--- config.mk ---
export PLATFORM = sky130hd
export DESIGN_NAME = msad_decoder
export DESIGN_NICKNAME = d
export VERILOG_FILES = /design/src/msad_pkg.sv /design/src/msad_decoder.sv /design/src/msad_psv_map.sv
export SDC_FILE = /design/constraint.sdc
export NUM_CORES = 1
export LEC_CHECK = 0
export BUFFER_PORTS_ARGS = -buffer_cell sky130_fd_sc_hd__buf_2
export CORE_AREA = 3 3 105 107
export DETAILED_ROUTE_END_ITERATION = 16
export DIE_AREA = 0 0 108 110
export PLACE_DENSITY_LB_ADDON = 0.08
export RECOVER_POWER = 100
export SLEW_MARGIN = 40
export SYNTH_ARGS = -nofsm -noshare
export SYNTH_HDL_FRONTEND = slang
export SYNTH_SLANG_ARGS = --single-unit
export TNS_END_PERCENT = 50
--- constraint.sdc ---
create_clock -name clock -period 3.7 [get_ports clock]
set_input_delay 0.555 -clock clock [delete_from_list [all_inputs] [get_ports clock]]
set_output_delay 0.555 -clock clock [all_outputs]
set_load 0.005 [all_outputs]
--- src/msad_pkg.sv ---
/*
 package for the memory space address decoder: program and data space
 boundaries, region encodings and bit positions. assumes nothing.
*/
package msad_pkg;
  localparam int PADDR_W = 24;
  localparam int PC_W = 23;
  localparam int EA_W = 16;
  localparam int WORD_W = 16;
  localparam logic [23:0] RESET_VECTOR = 24'h000000;
  localparam logic [23:0] RESET_TARGET_ADDR = 24'h000002;
  localparam logic [23:0] IVT_START = 24'h000004;
  localparam logic [23:0] IVT_END = 24'h0000ff;
  localparam logic [23:0] AIVT_START = 24'h000100;
  localparam logic [23:0] AIVT_END = 24'h0001ff;
  localparam logic [23:0] USER_FLASH_END_DEF = 24'h0157fe;
  localparam logic [23:0] USER_TOP = 24'h7fffff;
  localparam int TBLPAGE_CFG_BIT = 7;
  localparam int USER_HALF_BIT = 23;
  localparam int EA_PSV_BIT = 15;
  localparam logic [15:0] DATA_IMPL_END_DEF = 16'h3fff;
  localparam logic [22:0] PC_STEP = 23'h000002;
  localparam logic [7:0] TBLPAGE_RESET = 8'h00;
  localparam int REGION_N = 6;
  localparam int REG_VECT = 0;
  localparam int REG_USER = 1;
  localparam int REG_UNIMP = 2;
  localparam int REG_CONFIG = 3;
  localparam int REG_DRAM = 4;
  localparam int REG_PSVW = 5;
  typedef enum logic [1:0] {MSAD_SRC_PC, MSAD_SRC_TABLE, MSAD_SRC_PSV} msad_src_t;
  typedef enum {MSAD_IDLE, MSAD_RUN} msad_state_t;
endpackage

--- src/msad_decoder.sv ---
/*
 memory space address decoder: program counter, program address selection,
 region decode, data read/write decode with byte lanes and address error.
 assumes the core issues at most one read and one write per cycle.
*/
`timescale 1ns/1ps
`default_nettype none
module msad_decoder
  import msad_pkg::*;
(
  input wire logic clock,
  input wire logic rst,
  input wire logic pc_advance,
  input wire logic pc_reverse,
  input wire logic pc_load,
  input wire logic [PC_W-1:0] pc_load_value,
  input wire logic table_read_op,
  input wire logic table_write_op,
  input wire logic [7:0] table_page_register,
  input wire logic [15:0] table_offset,
  input wire logic table_upper,
  input wire logic psv_enable,
  input wire logic [7:0] psv_page,
  input wire logic rd_valid,
  input wire logic rd_byte,
  input wire logic [EA_W-1:0] rd_ea,
  input wire logic wr_valid,
  input wire logic wr_byte,
  input wire logic [EA_W-1:0] wr_ea,
  input wire logic [WORD_W-1:0] wr_data,
  input wire logic [WORD_W-1:0] dram_rdata,
  input wire logic [WORD_W-1:0] prog_rdata,
  output logic [PC_W-1:0] pc,
  output logic [PADDR_W-1:0] prog_addr,
  output logic prog_upper_word,
  output logic prog_access_ok,
  output logic [REGION_N-1:0] region_sel,
  output logic in_primary_vectors,
  output logic in_alt_vectors,
  output logic [EA_W-2:0] dram_raddr,
  output logic [EA_W-2:0] dram_waddr,
  output logic [1:0] dram_wlane,
  output logic [WORD_W-1:0] dram_wdata,
  output logic [WORD_W-1:0] rd_data,
  output logic rd_data_valid,
  output logic addr_error_trap
);
  function automatic logic in_range(input logic [23:0] a, input logic [23:0] lo, input logic [23:0] hi);
    return (a >= lo) && (a <= hi);
  endfunction

  function automatic logic data_impl(input logic [EA_W-1:0] ea);
    return (ea[EA_W-1] == 1'b0) && (ea <= DATA_IMPL_END_DEF);
  endfunction

  msad_state_t state;
  msad_state_t next_state;
  logic [PC_W-1:0] next_pc;
  logic [PADDR_W-1:0] psv_paddr;
  logic [PADDR_W-1:0] table_paddr;
  logic table_op;
  logic rd_psv;
  logic rd_odd_word;
  logic wr_odd_word;
  logic [WORD_W-1:0] rd_word;
  logic [WORD_W-1:0] rd_sel;
  logic rd_from_prog;
  logic rd_in_dram;
  logic [PADDR_W-1:0] pa;
  logic cfg_half;
  logic user_ok;
  logic cfg_ok;

  msad_psv_map u_psv (
    .psv_page(psv_page),
    .ea(rd_ea),
    .paddr(psv_paddr)
  );

  // counter runs only after reset release; always even
  assign next_state = MSAD_RUN;
  assign next_pc = pc_load ? {pc_load_value[PC_W-1:1], 1'b0} :
                   (state != MSAD_RUN) ? RESET_VECTOR[PC_W-1:0] :
                   pc_reverse ? pc - PC_STEP :
                   pc_advance ? pc + PC_STEP : pc;

  always_ff @(posedge clock or posedge rst) begin
    if (rst) begin
      state <= MSAD_IDLE;
      pc <= RESET_VECTOR[PC_W-1:0];
    end else begin
      state <= next_state;
      pc <= next_pc;
    end
  end

  // address source priority: table op, then visibility read, then counter
  assign table_op = table_read_op || table_write_op;
  assign table_paddr = {table_page_register, table_offset[15:1], table_upper};
  assign rd_psv = rd_valid && rd_ea[EA_PSV_BIT] && psv_enable;
  assign pa = table_op ? table_paddr :
              rd_psv ? psv_paddr :
              {1'b0, pc};
  assign prog_addr = pa;
  assign prog_upper_word = pa[0];

  // upper half only for table ops with page bit 7
  assign cfg_half = pa[USER_HALF_BIT];
  assign user_ok = !cfg_half && (pa <= USER_TOP);
  assign cfg_ok = cfg_half && table_op && table_page_register[TBLPAGE_CFG_BIT];
  assign prog_access_ok = user_ok || cfg_ok;

  // vector tables
  assign in_primary_vectors = in_range(pa, IVT_START, IVT_END);
  assign in_alt_vectors = in_range(pa, AIVT_START, AIVT_END);

  // one-hot region select, combinational
  always_comb begin
    region_sel = '0;
    if (rd_valid && !table_op && !rd_ea[EA_PSV_BIT]) begin
      region_sel[REG_DRAM] = 1'b1;
    end else if (rd_psv && !table_op) begin
      region_sel[REG_PSVW] = 1'b1;
    end else if (cfg_half) begin
      region_sel[REG_CONFIG] = 1'b1;
    end else if (pa <= AIVT_END) begin
      region_sel[REG_VECT] = 1'b1;
    end else if (pa <= USER_FLASH_END_DEF) begin
      region_sel[REG_USER] = 1'b1;
    end else begin
      region_sel[REG_UNIMP] = 1'b1;
    end
  end

  // data space: word address, byte lanes
  assign dram_raddr = rd_ea[EA_W-1:1];
  assign dram_waddr = wr_ea[EA_W-1:1];
  assign rd_odd_word = rd_valid && !rd_byte && rd_ea[0];
  assign wr_odd_word = wr_valid && !wr_byte && wr_ea[0];
  // misaligned or out-of-range writes never reach memory
  assign dram_wlane = (!wr_valid || wr_odd_word || !data_impl(wr_ea)) ? 2'b00 :
                      !wr_byte ? 2'b11 :
                      wr_ea[0] ? 2'b10 : 2'b01;
  assign dram_wdata = wr_byte ? {wr_data[7:0], wr_data[7:0]} : wr_data;

  // read data: zero outside memory or disabled window
  assign rd_in_dram = data_impl(rd_ea);
  assign rd_from_prog = rd_psv;
  assign rd_word = rd_from_prog ? prog_rdata :
                   rd_in_dram ? dram_rdata : 16'h0000;
  assign rd_sel = !rd_byte ? rd_word :
                  rd_ea[0] ? {8'h00, rd_word[15:8]} : {8'h00, rd_word[7:0]};

  // read completes even when misaligned; trap flagged alongside
  always_ff @(posedge clock or posedge rst) begin
    if (rst) begin
      rd_data <= 16'h0000;
      rd_data_valid <= 1'b0;
      addr_error_trap <= 1'b0;
    end else begin
      rd_data <= rd_valid ? rd_sel : rd_data;
      rd_data_valid <= rd_valid;
      addr_error_trap <= rd_odd_word || wr_odd_word;
    end
  end

  // checks
  AST_PC_STEP: assert property (@(posedge clock) disable iff (rst)
    (state == MSAD_RUN && pc_advance && !pc_reverse && !pc_load) |=> pc == $past(pc) + PC_STEP)
    else $error("pc did not advance by two");
  AST_PC_EVEN: assert property (@(posedge clock) disable iff (rst) pc[0] == 1'b0)
    else $error("pc not word aligned");
  AST_RESET_START: assert property (@(posedge clock) $fell(rst) |-> pc == RESET_VECTOR[PC_W-1:0])
    else $error("pc not at reset vector after reset");
  AST_CFG_GATE: assert property (@(posedge clock) disable iff (rst)
    (prog_access_ok && prog_addr[USER_HALF_BIT]) |-> (table_op && table_page_register[TBLPAGE_CFG_BIT]))
    else $error("config region reached without table page bit");
  AST_USER_HALF: assert property (@(posedge clock) disable iff (rst)
    (!table_op && prog_access_ok) |-> prog_addr <= USER_TOP)
    else $error("user access above lower half");
  AST_ONEHOT: assert property (@(posedge clock) disable iff (rst) $onehot(region_sel))
    else $error("region select not one-hot");
  AST_ZERO_OUT: assert property (@(posedge clock) disable iff (rst)
    (rd_valid && !rd_ea[EA_PSV_BIT] && rd_ea > DATA_IMPL_END_DEF) |=> rd_data == 16'h0000)
    else $error("out of range read not zero");
  AST_BYTE_HI: assert property (@(posedge clock) disable iff (rst)
    (rd_valid && rd_byte) |=> rd_data[15:8] == 8'h00)
    else $error("byte read high byte not zero");
  AST_TRAP_WR: assert property (@(posedge clock) disable iff (rst)
    (wr_valid && !wr_byte && wr_ea[0]) |-> (dram_wlane == 2'b00) ##1 addr_error_trap)
    else $error("misaligned write not suppressed or trapped");
  AST_PSV_GATE: assert property (@(posedge clock) disable iff (rst)
    (rd_valid && rd_ea[EA_PSV_BIT] && !psv_enable) |=> rd_data == 16'h0000)
    else $error("window read without visibility enable");
  AST_VECT: assert property (@(posedge clock) disable iff (rst)
    (!table_op && !rd_valid && in_primary_vectors) |-> region_sel[REG_VECT])
    else $error("vector table not decoded");

  COV_BYTE_ODD: cover property (@(posedge clock) disable iff (rst) rd_valid && rd_byte && rd_ea[0]);
  COV_PSV_READ: cover property (@(posedge clock) disable iff (rst) rd_psv);
  COV_CFG_TABLE: cover property (@(posedge clock) disable iff (rst) cfg_ok);
  COV_TRAP: cover property (@(posedge clock) disable iff (rst) addr_error_trap);
endmodule
`default_nettype wire

--- src/msad_psv_map.sv ---
/*
 program space visibility mapping: page plus low ea bits into a 24-bit program
 address. assumes the caller qualifies the access with the visibility enable.
*/
`timescale 1ns/1ps
`default_nettype none
module msad_psv_map
  import msad_pkg::*;
(
  input wire logic [7:0] psv_page,
  input wire logic [EA_W-1:0] ea,
  output logic [PADDR_W-1:0] paddr
);
  // window is 32 kbyte; page supplies the upper bits
  assign paddr = {psv_page[7:0], 1'b0, ea[14:0]};
endmodule
`default_nettype wire

# Yosys cells after proc, flatten, opt, wreduce, memory -nomap -nowiden
# Index checks and enable logic that the tools add are counted.
# op_classes
addsub	2
n_lt_le_gt_ge	8
n_eq_ne	1
n_mux	25
n_bitwise	2
reduce_logical	28
# ops
operator	n
23-bit 2-to-1 mux	4
16-bit 2-to-1 mux	4
24-bit 2-to-1 mux	2
16-bit by 14-bit <= comparator with 1-bit output (second input constant)	2
24-bit by 3-bit >= comparator with 1-bit output (second input constant)	1
24-bit by 9-bit >= comparator with 1-bit output (second input constant)	1
24-bit by 17-bit <= comparator with 1-bit output (second input constant)	1
24-bit by 23-bit <= comparator with 1-bit output (second input constant)	1
24-bit by 8-bit <= comparator with 1-bit output (second input constant)	1
24-bit by 9-bit <= comparator with 1-bit output (second input constant)	1
23-bit by 2-bit adder with 23-bit output (second input constant)	1
23-bit by 2-bit subtractor with 23-bit output (second input constant)	1
1-bit logical AND	16
2-bit 2-to-1 mux	4
4-bit 2-to-1 mux	2
8-bit 2-to-1 mux	1
1-bit zero test	7
1-bit 2-to-1 mux	7
1-bit logical OR	5
4-bit != test (second input constant)	1
3-bit 2-to-1 mux	1
1-bit NOT	2
# word_totals
reg_bits	42
inputBits	148
output_inout_bits	123
word_cells	71

# Depth between registers and ports, before layout
# Gate-level depths: netlist of run 1.
# logic_depth
word_depth	10
mapped_depth	10

# Hierarchy
# From an unflattened synthesis of run 1, not the netlist that was laid out.
# unflattened
hier_cells	562
hier_area_um2	4274.1
# by_module_without_submodules
mod	n_inst	cells_per_inst	area_per_inst_um2	seq_area_each_um2
msad_decoder	1	537	4090.2	1026.0
msad_psv_map	1	25	183.9	0.0

# Worst setup path after synthesis of run 1
# Ideal clock, no wire load.
# synth_path
path_kind	in2out
from	input rd_valid
to	output in_primary_vectors
arrival_ps	2276
slack_ps	869
stages	8
n_path_buf	1
path_cell_list	buf_2 -> nand3_1 -> nand2_1 -> a31oi_1 -> or4_1 -> nor3_1 -> nand2_1 -> nor3_1
# synth_via
elab_chain_len	6
word_cells_on_any_way	7
# synth_lines
item	line_no	rtl
from (decl)	msad_decoder.sv:24	input wire logic rd_valid,
1-bit logical AND (*) (2 in series)	msad_decoder.sv:100	assign rd_psv = rd_valid && rd_ea[EA_PSV_BIT] && psv_enable;
24-bit 2-to-1 mux (*)	msad_decoder.sv:102	rd_psv ? psv_paddr :
24-bit 2-to-1 mux (*)	msad_decoder.sv:101	assign pa = table_op ? table_paddr :
via prog_addr[21]	msad_decoder.sv:34	output logic [PADDR_W-1:0] prog_addr,
24-bit by 3-bit >= comparator with 1-bit output / 24-bit by 8-bit <= comparator with 1-bit output (equally long branches)	msad_decoder.sv:49	return (a >= lo) && (a <= hi);
1-bit logical AND (*)	msad_decoder.sv:49	
to (decl)	msad_decoder.sv:38	output logic in_primary_vectors,
# The timed path passes the listed nets; every way through them passes the cells marked *.

# Final worst setup path of run 1
# layout_path
from	input pc_reverse
to	register pc[22]
# layout_via
elab_chain_len	3
word_cells_on_any_way	4
# layout_lines
item	line_no	rtl
from (decl)	msad_decoder.sv:14	input wire logic pc_reverse,
23-bit 2-to-1 mux	msad_decoder.sv:84	pc_reverse ? pc - PC_STEP :
23-bit 2-to-1 mux	msad_decoder.sv:83	(state != MSAD_RUN) ? RESET_VECTOR[PC_W-1:0] :
23-bit 2-to-1 mux	msad_decoder.sv:82	assign next_pc = pc_load ? {pc_load_value[PC_W-1:1], 1'b0} :
to (signal assigned)	msad_decoder.sv:90	pc <= RESET_VECTOR[PC_W-1:0];
to (signal assigned)	msad_decoder.sv:93	pc <= next_pc;
to (decl)	msad_decoder.sv:33	output logic [PC_W-1:0] pc,
# Parallel ways exist; a longest one is shown, timed or not.
# A chain may end at the register's enable or synchronous reset.

==> metrics list, run 1 <==
* Critical path endpoint category: flip-flop
- Area of the die: 11880 µm²
- The core region is between 10000 and 15000 µm².
* Power per Cell Area: approximately 330 nW/µm²
* Slowest cell on the critical path: sky130_fd_sc_hd__clkbuf_1
* Count of final hold-check violations: 0
- Once detail routing completed, the nets flagged for antenna violations numbered 0.
- After the first detailed-routing iteration, the DRC count stood at 280.
- Proportion of power drawn by flip-flops and latches: 0.324
* Row count: 37
* Synthesized area per cell: 7.612 µm²
- After routing, the total negative slack on setup checks comes to 0 ps.
- Smallest setup slack after layout: 201.3 ps
- Share of post-route cells with drive strength above 1: 0.2730
* Clock-pin transition on the worst setup and hold timing paths: 90 ps
- Total clock sinks: 41
- TritonCTS clock tree: yes
- The run finished with clean final reports.
- Final setup viols: 0
* Switch share: 0.3690
* Synth top area cells: sky130_fd_sc_hd__dfrtp_1 (25%), sky130_fd_sc_hd__buf_4 (7.3%), sky130_fd_sc_hd__nand2_1 (7.3%), sky130_fd_sc_hd__ha_1 (6.1%), sky130_fd_sc_hd__a31oi_1 (5.0%)
- Detailed routing inserted a total of 4774 vias.
* Post-synthesis instance area: 4103 µm²
* Yosys top cell by area: sky130_fd_sc_hd__dfrtp_1
- Internal power: 1.079 mW
- Clk pwr share: 0.259
- Walking the worst path, the cells encountered are buf_2, clkbuf_1, ha_1, nand4_1, nor2_1, a211oi_1, o31ai_2, buf_4, a31oi_4, a22oi_1, and4b_1, or4_1.
- Between clock sinks in the finished design, the worst skew comes to 7.260 ps.
- Slew Viols, Final: 0
- GR Util All Layers: 0.2514
- Count of cell types in the netlist: 64
* Root buffer selected by CTS: sky130_fd_sc_hd__clkbuf_8
- Die X-Extent: 108 µm
* Required time of the worst setup path: 3880 ps
- For this run, the detailed router's first-pass iteration total came to 5.
- Filler cell count: ~1100
- The initial utilization of the core area, before any placement, comes to 0.4010.
- The repair_antennas step left the layout with diodes totalling 0.
- Of the post-synthesis cell area, the dominant cell type holds 0.2501.
- The count of buffers added on input and output ports is 241.
- At the end of the flow, the number of nets in the layout was 897.
* Post-Synthesis Cells: 539
* Via count of the first global-routing pass: between 4000 and 5000
* Largest net degree at the start of global routing: 29
- Post-CTS Hold Fix Bufs: 0
- In the final layout, the multi-input gates occupy between 2000 and 3000 µm².
- Seq/Total Area, Yosys: 0.2501
- Summing all flip-flop and latch instances after layout gives about 1000 µm².
- After routing the design area is between 5000 and 6000 µm².
- VDD sags by at most 0.1741 mV.
- Final worst path period share: 0.9456
- For the pin with the worst max-slew slack, the measured transition is approximately 1200 ps.
* H-tree levels: 2
- Highest Clock Rate: 285.8 MHz
* Number of storage elements in the synthesis netlist: 41
* I/O pin count: 271
- The number of setup buffers added after CTS is 0.
- Count of buffering cells on the critical path with inverters included: 3
- When the netlist entered floorplanning its net count stood at 708.
- Area growth syn-to-layout: 25.43%
- CP Launch Type: input port
* Avg Vias per Cell: 5.519
- For this run, the slowest stage of the critical path takes 650 ps.
- Counting flops with an async set or reset pin after synthesis yields a share of 1.000.
* Switching Power: 0.6308 mW
- Delay-heaviest family, CP: buffers and inverters
- Of all nets on the critical path, the largest fanout is 17.
- The share of total power dissipated in combinational logic is 0.416.
* Global-route wire length before repair: between 20 and 25 mm
- In the synthesized netlist, the cells that appear most often are sky130_fd_sc_hd__nand2_1 (80), sky130_fd_sc_hd__nor2_1 (53), sky130_fd_sc_hd__dfrtp_1 (41).
* Max-cap viol count: 0
- Number of resized instances in the post-cts repair step: 0
* Most common cell in the netlist: sky130_fd_sc_hd__nand2_1
* Finished Layout Cells: 865
- RSZ-0062 raised after global routing: false
* Endpoint arrival time on the critical path: approximately 3700 ps
- Routability Congestion: 0.9133
- The Yosys step of the flow raised 0 warnings.
- Placed Instance Area: 5157 µm²
- Post-detailed-placement half-perimeter wirelength: ~13 mm
* Synth Flop Type: sky130_fd_sc_hd__dfrtp_1
* Die Ht: 110 µm
* Placement-stage worst setup slack: 287.2 ps
- Class of the tightest hold or removal check: in -> async
- After detailed routing, the number of remaining DRC violations is 0.
- The synthesized design contains 0 enable-type register cells.
* Gr ovfl total: 0
- Crit Path Category: in -> reg
- Final WL: around 16 mm
- Initial antenna violation count: 0
* Post-route minimum period: between 3000 and 4000 ps
- Clock latency on the worst-skew pair, taken at its later pin, is 300 ps.
* Maximum buffer depth of the clock tree: 2
* Leak pwr: around 2.4 nW
- Clock tree synthesis inserted a total of 5 buffers.
* Wire per inst: 18.56 µm
- The worst pin sits at a relative slew slack of 0.2046.
* Placed cell count: 857
[flip-flops by register name (all words and copies together) (netlist names)]
register / flops
pc: 22
rd_data_valid: 1
state: 1
rd_data: 16
addr_error_trap: 1
[area by class of cell]
class	instances	share of cell area
inverter	15	0.01094
clock inverter	3	0.01264
clock buffer	5	0.01337
timing repair buffer	254	0.2288
multi-input combinational	411	0.5018
sequential	41	0.1994
tap	136	0.03307
[layer usage]
layer  vias to the layer above  GRT usage  part of all wire
met3                        23    0.04368             0.070
li1                       2295          -                 -
met5                         -          0                 0
met4                         0    0.05771             0.015
met1                      2256     0.3389              0.43
met2                       200     0.4223              0.48
[stage by stage]
stage	hold slack (ps)	power (mW)	utilization
after CTS	295.5	1.748	0.5172
after detailed placement	497.9	1.299	0.5041
after floorplan	505.4	1.025	-
after global routing	465.2	1.827	0.5030
after global placement	488.7	1.282	0.5039
final	447.5	1.709	0.5030
[cell families (layout without fill, tap and decap cells)]
kind of cell,count (synthesis),count (layout),share of synthesized area
other,2,2,0.001831
multiplexers,20,20,0.05398
AND/OR/NAND/NOR,190,190,0.2086
adder cells (fa/ha/maj),21,21,0.06587
AO/OA/AOI/OAI,163,163,0.2687
flip-flops,41,41,0.2501
buffers and inverters,87,277,0.1189
XOR/XNOR,15,15,0.03202
[worst paths after layout]
check | from | to | slack (ps) | depth (start not counted)
max | pc_reverse | pc[22] | 200 | 12
min | rst | state[0] | 450 | 2
max reg2reg | pc[5] | pc[22] | 700 | 10
min reg2reg | rd_data[0] | rd_data[0] | 520 | 1
max in group asynchronous | rst | rd_data[5] | 1730 | 3
min in group clock | pc_load_value[1] | pc[1] | 460 | 3
[worst register-to-register path: cells and delay by family (launching register included)]
kind	cells	cell delay, ps
adders and majority gates	1	380
and+or+nand+nor	2	710
AOI/OAI and AO/OA	6	1180
buffers and inverters	1	170
DFF	1	450
[cells in the final DEF, fill, tap and decap left out, drive strengths merged, types with 11 or more instances in the layout]
cell type  instances
a21o              11
a21oi             32
a31oi             34
buf              163
clkbuf            96
dfrtp             41
ha                20
inv               15
mux2              17
nand2             81
nor2              53
o21ai             29
[power by group through the flow]
stage / clock network (mW) / registers, mW / logic, mW
finish: 0.444 / 0.554 / 0.712
CTS: 0.454 / 0.554 / 0.740
floorplan: 0 / 0.547 / 0.478
detailed placement: 0 / 0.563 / 0.736
global placement: 0 / 0.560 / 0.722
global route: 0.470 / 0.562 / 0.795
Power figures use the tool's default switching activity.
==> inputs of run 2 (changes only) <==
--- a/config.mk
+++ b/config.mk
@@ -6,9 +6,12 @@
 export NUM_CORES = 1
 export LEC_CHECK = 0
 export BUFFER_PORTS_ARGS = -buffer_cell sky130_fd_sc_hd__buf_2
-export CORE_AREA = 3 3 105 107
+export CELL_PAD_IN_SITES_DETAIL_PLACEMENT = 2
+export CELL_PAD_IN_SITES_GLOBAL_PLACEMENT = 2
+export CORE_ASPECT_RATIO = 1.4
+export CORE_MARGIN = 3
+export CORE_UTILIZATION = 22
 export DETAILED_ROUTE_END_ITERATION = 16
-export DIE_AREA = 0 0 108 110
 export PLACE_DENSITY_LB_ADDON = 0.08
 export RECOVER_POWER = 100
 export SLEW_MARGIN = 40
==> run 2 against run 1 <==
Effect of this change: the flow now finishes with violations (max-capacitance violations, max-slew violations); sequential share of layout area fell by 0.65 points; critical path type is now in -> out; via count grew 0.52%; flip-flop and latch count did not move; highest routed layer is now met5; hold slack gained 18 ps.
==> metrics list, run 2 (synthesized netlist as in run 1, its figures left out) <==
- Status: finished, violations left (was complete, no violations).
- Violations in the final reports: max-capacitance violations, max-slew violations
* Maximum buffer depth of the clock tree: 2 (unchanged)
* Hold-critical path depth: 3
* Proportion of power drawn by flip-flops and latches: 0.313 (was 0.324)
* Count of final hold-check violations: 0 (unchanged)
- Setup Fix Bufs, Post-CTS: 0 (unchanged)
* Number of nets in the finished design: 898 (was 897)
* Area of the die: 20350 µm² (was 11880 µm²)
- The first-pass GRT wire length is 31.35 mm (was 23.41 mm).
- Seq. cell area: 1026 µm² (unchanged)
- Commonest cells after routing, fill and taps aside: sky130_fd_sc_hd__buf_2 (154), sky130_fd_sc_hd__clkbuf_1 (90), sky130_fd_sc_hd__nand2_1 (80) (was sky130_fd_sc_hd__buf_2 (155), sky130_fd_sc_hd__clkbuf_1 (91), sky130_fd_sc_hd__nand2_1 (80)).
- Initial antenna violation count: 1 (was 0)
* Starting density of the core: 0.2261 (was 0.4010)
- The number of filler instances in the final layout came to 2253 (was 1088).
- Placed Instance Area: 5310 µm² (was 5157 µm²)
* Crit path max fanout: 15 (was 17)
- Row count: 58 (was 37)
* Slew at the pin closest to its max-slew limit: 2096 ps (was 1193 ps)
* Number of violations reported at the end of detailed-routing iteration 0: 150 (was 280)
* Clock skew after layout: 9.152 ps (was 7.260 ps)
- Critical path endpoint category: output pin (was flip-flop)
- RSZ-0062 raised after global routing: false (unchanged)
- Internal power: 1.084 mW (was 1.079 mW)
- The number of cells on the worst reg-to-reg path came to 9 (was 10).
- Gr ovfl total: 0 (unchanged)
- Area growth syn-to-layout: 29.67% (was 25.43%)
* Remaining max-slew budget at the tightest pin: -0.4049 (was 0.2046)
- The register bank with the most flops is pc (unchanged).
* Max-cap viol count: 1 (was 0)
* PnR Total Power: 1.785 mW (was 1.709 mW)
- The total inserted antenna cells was 0 (unchanged).
- Class of the tightest hold or removal check: in -> reg (was in -> async)
- The placer's final routability congestion estimate came to 0.8365 (was 0.9133).
- The first-pass iteration count of the detailed router was 4 (was 5).
- The final critical-path share of the clock period is 0.9141 (was 0.9456).
* Final WL: 19.82 mm (was 16.05 mm)
- Post-detailed-route DRC marker count: 0 (unchanged)
- CP Launch Type: input port (unchanged)
* TritonCTS clock tree: yes (unchanged)
- Source-to-sink clock delay at the later pin of the worst-skew pair: 300 ps (about the same)
- The count of final max-slew check failures is 42 (was 0).
- The most frequent standard cell in the layout excluding fill and tap cells is sky130_fd_sc_hd__buf_2 (unchanged).
* I/O pin count: 271 (unchanged)
- Vias: 4799 (was 4774)
- Antenna Nets Post-Route: 0 (unchanged)
- Die X-Extent: 121.4 µm (was 108 µm)
- Required time of the worst setup path: 3140 ps (was 3880 ps)
- Area used by multi-input combinational logic: 2582 µm² (unchanged)
- Highest Clock Rate: 295.7 MHz (was 285.8 MHz)
- The worst-case setup margin in the final layout came to 317.8 ps (was 201.3 ps).
* Number of resized instances in the post-cts repair step: 0 (unchanged)
- The final design instance area without fill came to 5320 µm² (was 5146 µm²).
- Post-CTS Hold Fix Bufs: 0 (unchanged)
- The die outline height came to 167.6 µm (was 110 µm).
- The H-tree depth was 2 (unchanged).
* Post-route minimum period: 3382 ps (was 3499 ps)
- Avg Vias per Cell: 4.947 (was 5.519)
- GR Util All Layers: 0.1960 (was 0.2514)
- Placement-stage worst setup slack: 308.5 ps (was 287.2 ps)
- Registers with the highest flip-flop counts: pc x22, rd_data x16 (unchanged).
- Clk pwr share: 0.270 (was 0.259)
- The clock buffer count from CTS was 5 (unchanged).
* Comb pwr share: 0.416 (about the same)
- Clock-pin transition on the worst setup and hold timing paths: 70 ps (was 90 ps)
- The critical path class is in -> out (was in -> reg).
- The area of the core region is 18140 µm² (was 10230 µm²).
* Switching Power: 0.7012 mW (was 0.6308 mW)
- Final standard cell utilization of the core: 0.2932 (was 0.5030)
- Endpoint arrival time on the critical path: 2830 ps (was 3680 ps)
- Via count of the first global-routing pass: 5424 (was 4456)
- The sum of negative setup slack is 0 ps (unchanged).
- Total clock sinks: 41 (unchanged)
- The library cell used as clock root buffer is sky130_fd_sc_hd__clkbuf_16 (was sky130_fd_sc_hd__clkbuf_8).
- Largest register FFs: 22 (unchanged)
* Buffers on Ports: 241 (unchanged)
* Power per Cell Area: 335.5 nW/µm² (was 332.2 nW/µm²)
- VDD IR-drop max: 0.1497 mV (was 0.1741 mV)
- The net switching share of the total power is 0.3928 (was 0.3690).
- The maximum number of pins on one net before global-route repair is 42 (was 29).
- The HPWL after detailed placement was 16.65 mm (was 13.14 mm).
- The proportion of layout cells with a drive suffix above 1 came to 0.2767 (was 0.2730).
- The final setup violation count came to 0 (unchanged).
* Wire per inst: 20.43 µm (was 18.56 µm)
- The leakage component of the power was 2.432 nW (was 2.421 nW).
run 2: cell types whose count changed in the layout (fill, tap and decap cells not counted), moves of 2 or more:
cell / before / now
sky130_fd_sc_hd__o21ai_0: 24 / 21
sky130_fd_sc_hd__clkbuf_8: 5 / 1
sky130_fd_sc_hd__o21ai_1: 4 / 7
sky130_fd_sc_hd__clkbuf_16: 0 / 5
sky130_fd_sc_hd__bufinv_16: 2 / 0
run 2: area by class of cell:
cell class | instances | area share
clock buffer | 6 | 0.02611
clock inverter | 2 | 0.002587
inverter | 15 | 0.01082
multi-input combinational | 411 | 0.4854
sequential | 41 | 0.1928
tap | 240 | 0.05644
timing repair buffer | 255 | 0.2258
run 2: stage by stage:
stage	hold slack, ps	std cells
3_3_place_gp	491.1	962
6_report	465.6	970
5_1_grt	465.0	970
2_1_floorplan	505.4	539
3_5_place_dp	496.9	962
4_1_cts	349.9	970
run 2: worst max-delay path, stage by stage:
cell	delay, ps
sky130_fd_sc_hd__buf_2	130
sky130_fd_sc_hd__nand3_1	350
sky130_fd_sc_hd__buf_4	340
sky130_fd_sc_hd__nand2_1	80
sky130_fd_sc_hd__a31oi_1	110
sky130_fd_sc_hd__a211o_1	240
sky130_fd_sc_hd__nor4_1	370
sky130_fd_sc_hd__nand2_1	210
sky130_fd_sc_hd__nor3_1	260
sky130_fd_sc_hd__clkbuf_1	160
run 2: path summary, 6_finish.rpt:
check,end,slack (ps),from
max in group asynchronous,pc[10],1980,rst
min,pc[9],470,pc_load_value[9]
min reg2reg,rd_data[1],510,rd_data[1]
max,in_primary_vectors,320,rd_ea[15]
min in group asynchronous,pc[2],780,rst
max reg2reg,pc[22],520,pc[6]
run 2: layer usage:
layer | share of wire | global-route usage | vias to the layer above
met2 | 0.55 | 0.3711 | 159
met3 | 0.071 | 0.06081 | 12
met4 | 0.010 | 0.03803 | 2
met5 | 0.00035 | 0 | -
met1 | 0.37 | 0.2117 | 2330
li1 | - | - | 2296
run 2: power groups by stage:
stage	sequential, mW	clock [mW]	combinational [mW]
floorplan	0.547	0	0.478
global placement	0.568	0	0.760
detailed placement	0.570	0	0.783
CTS	0.562	0.504	0.789
global route	0.571	0.520	0.844
finish	0.559	0.482	0.743
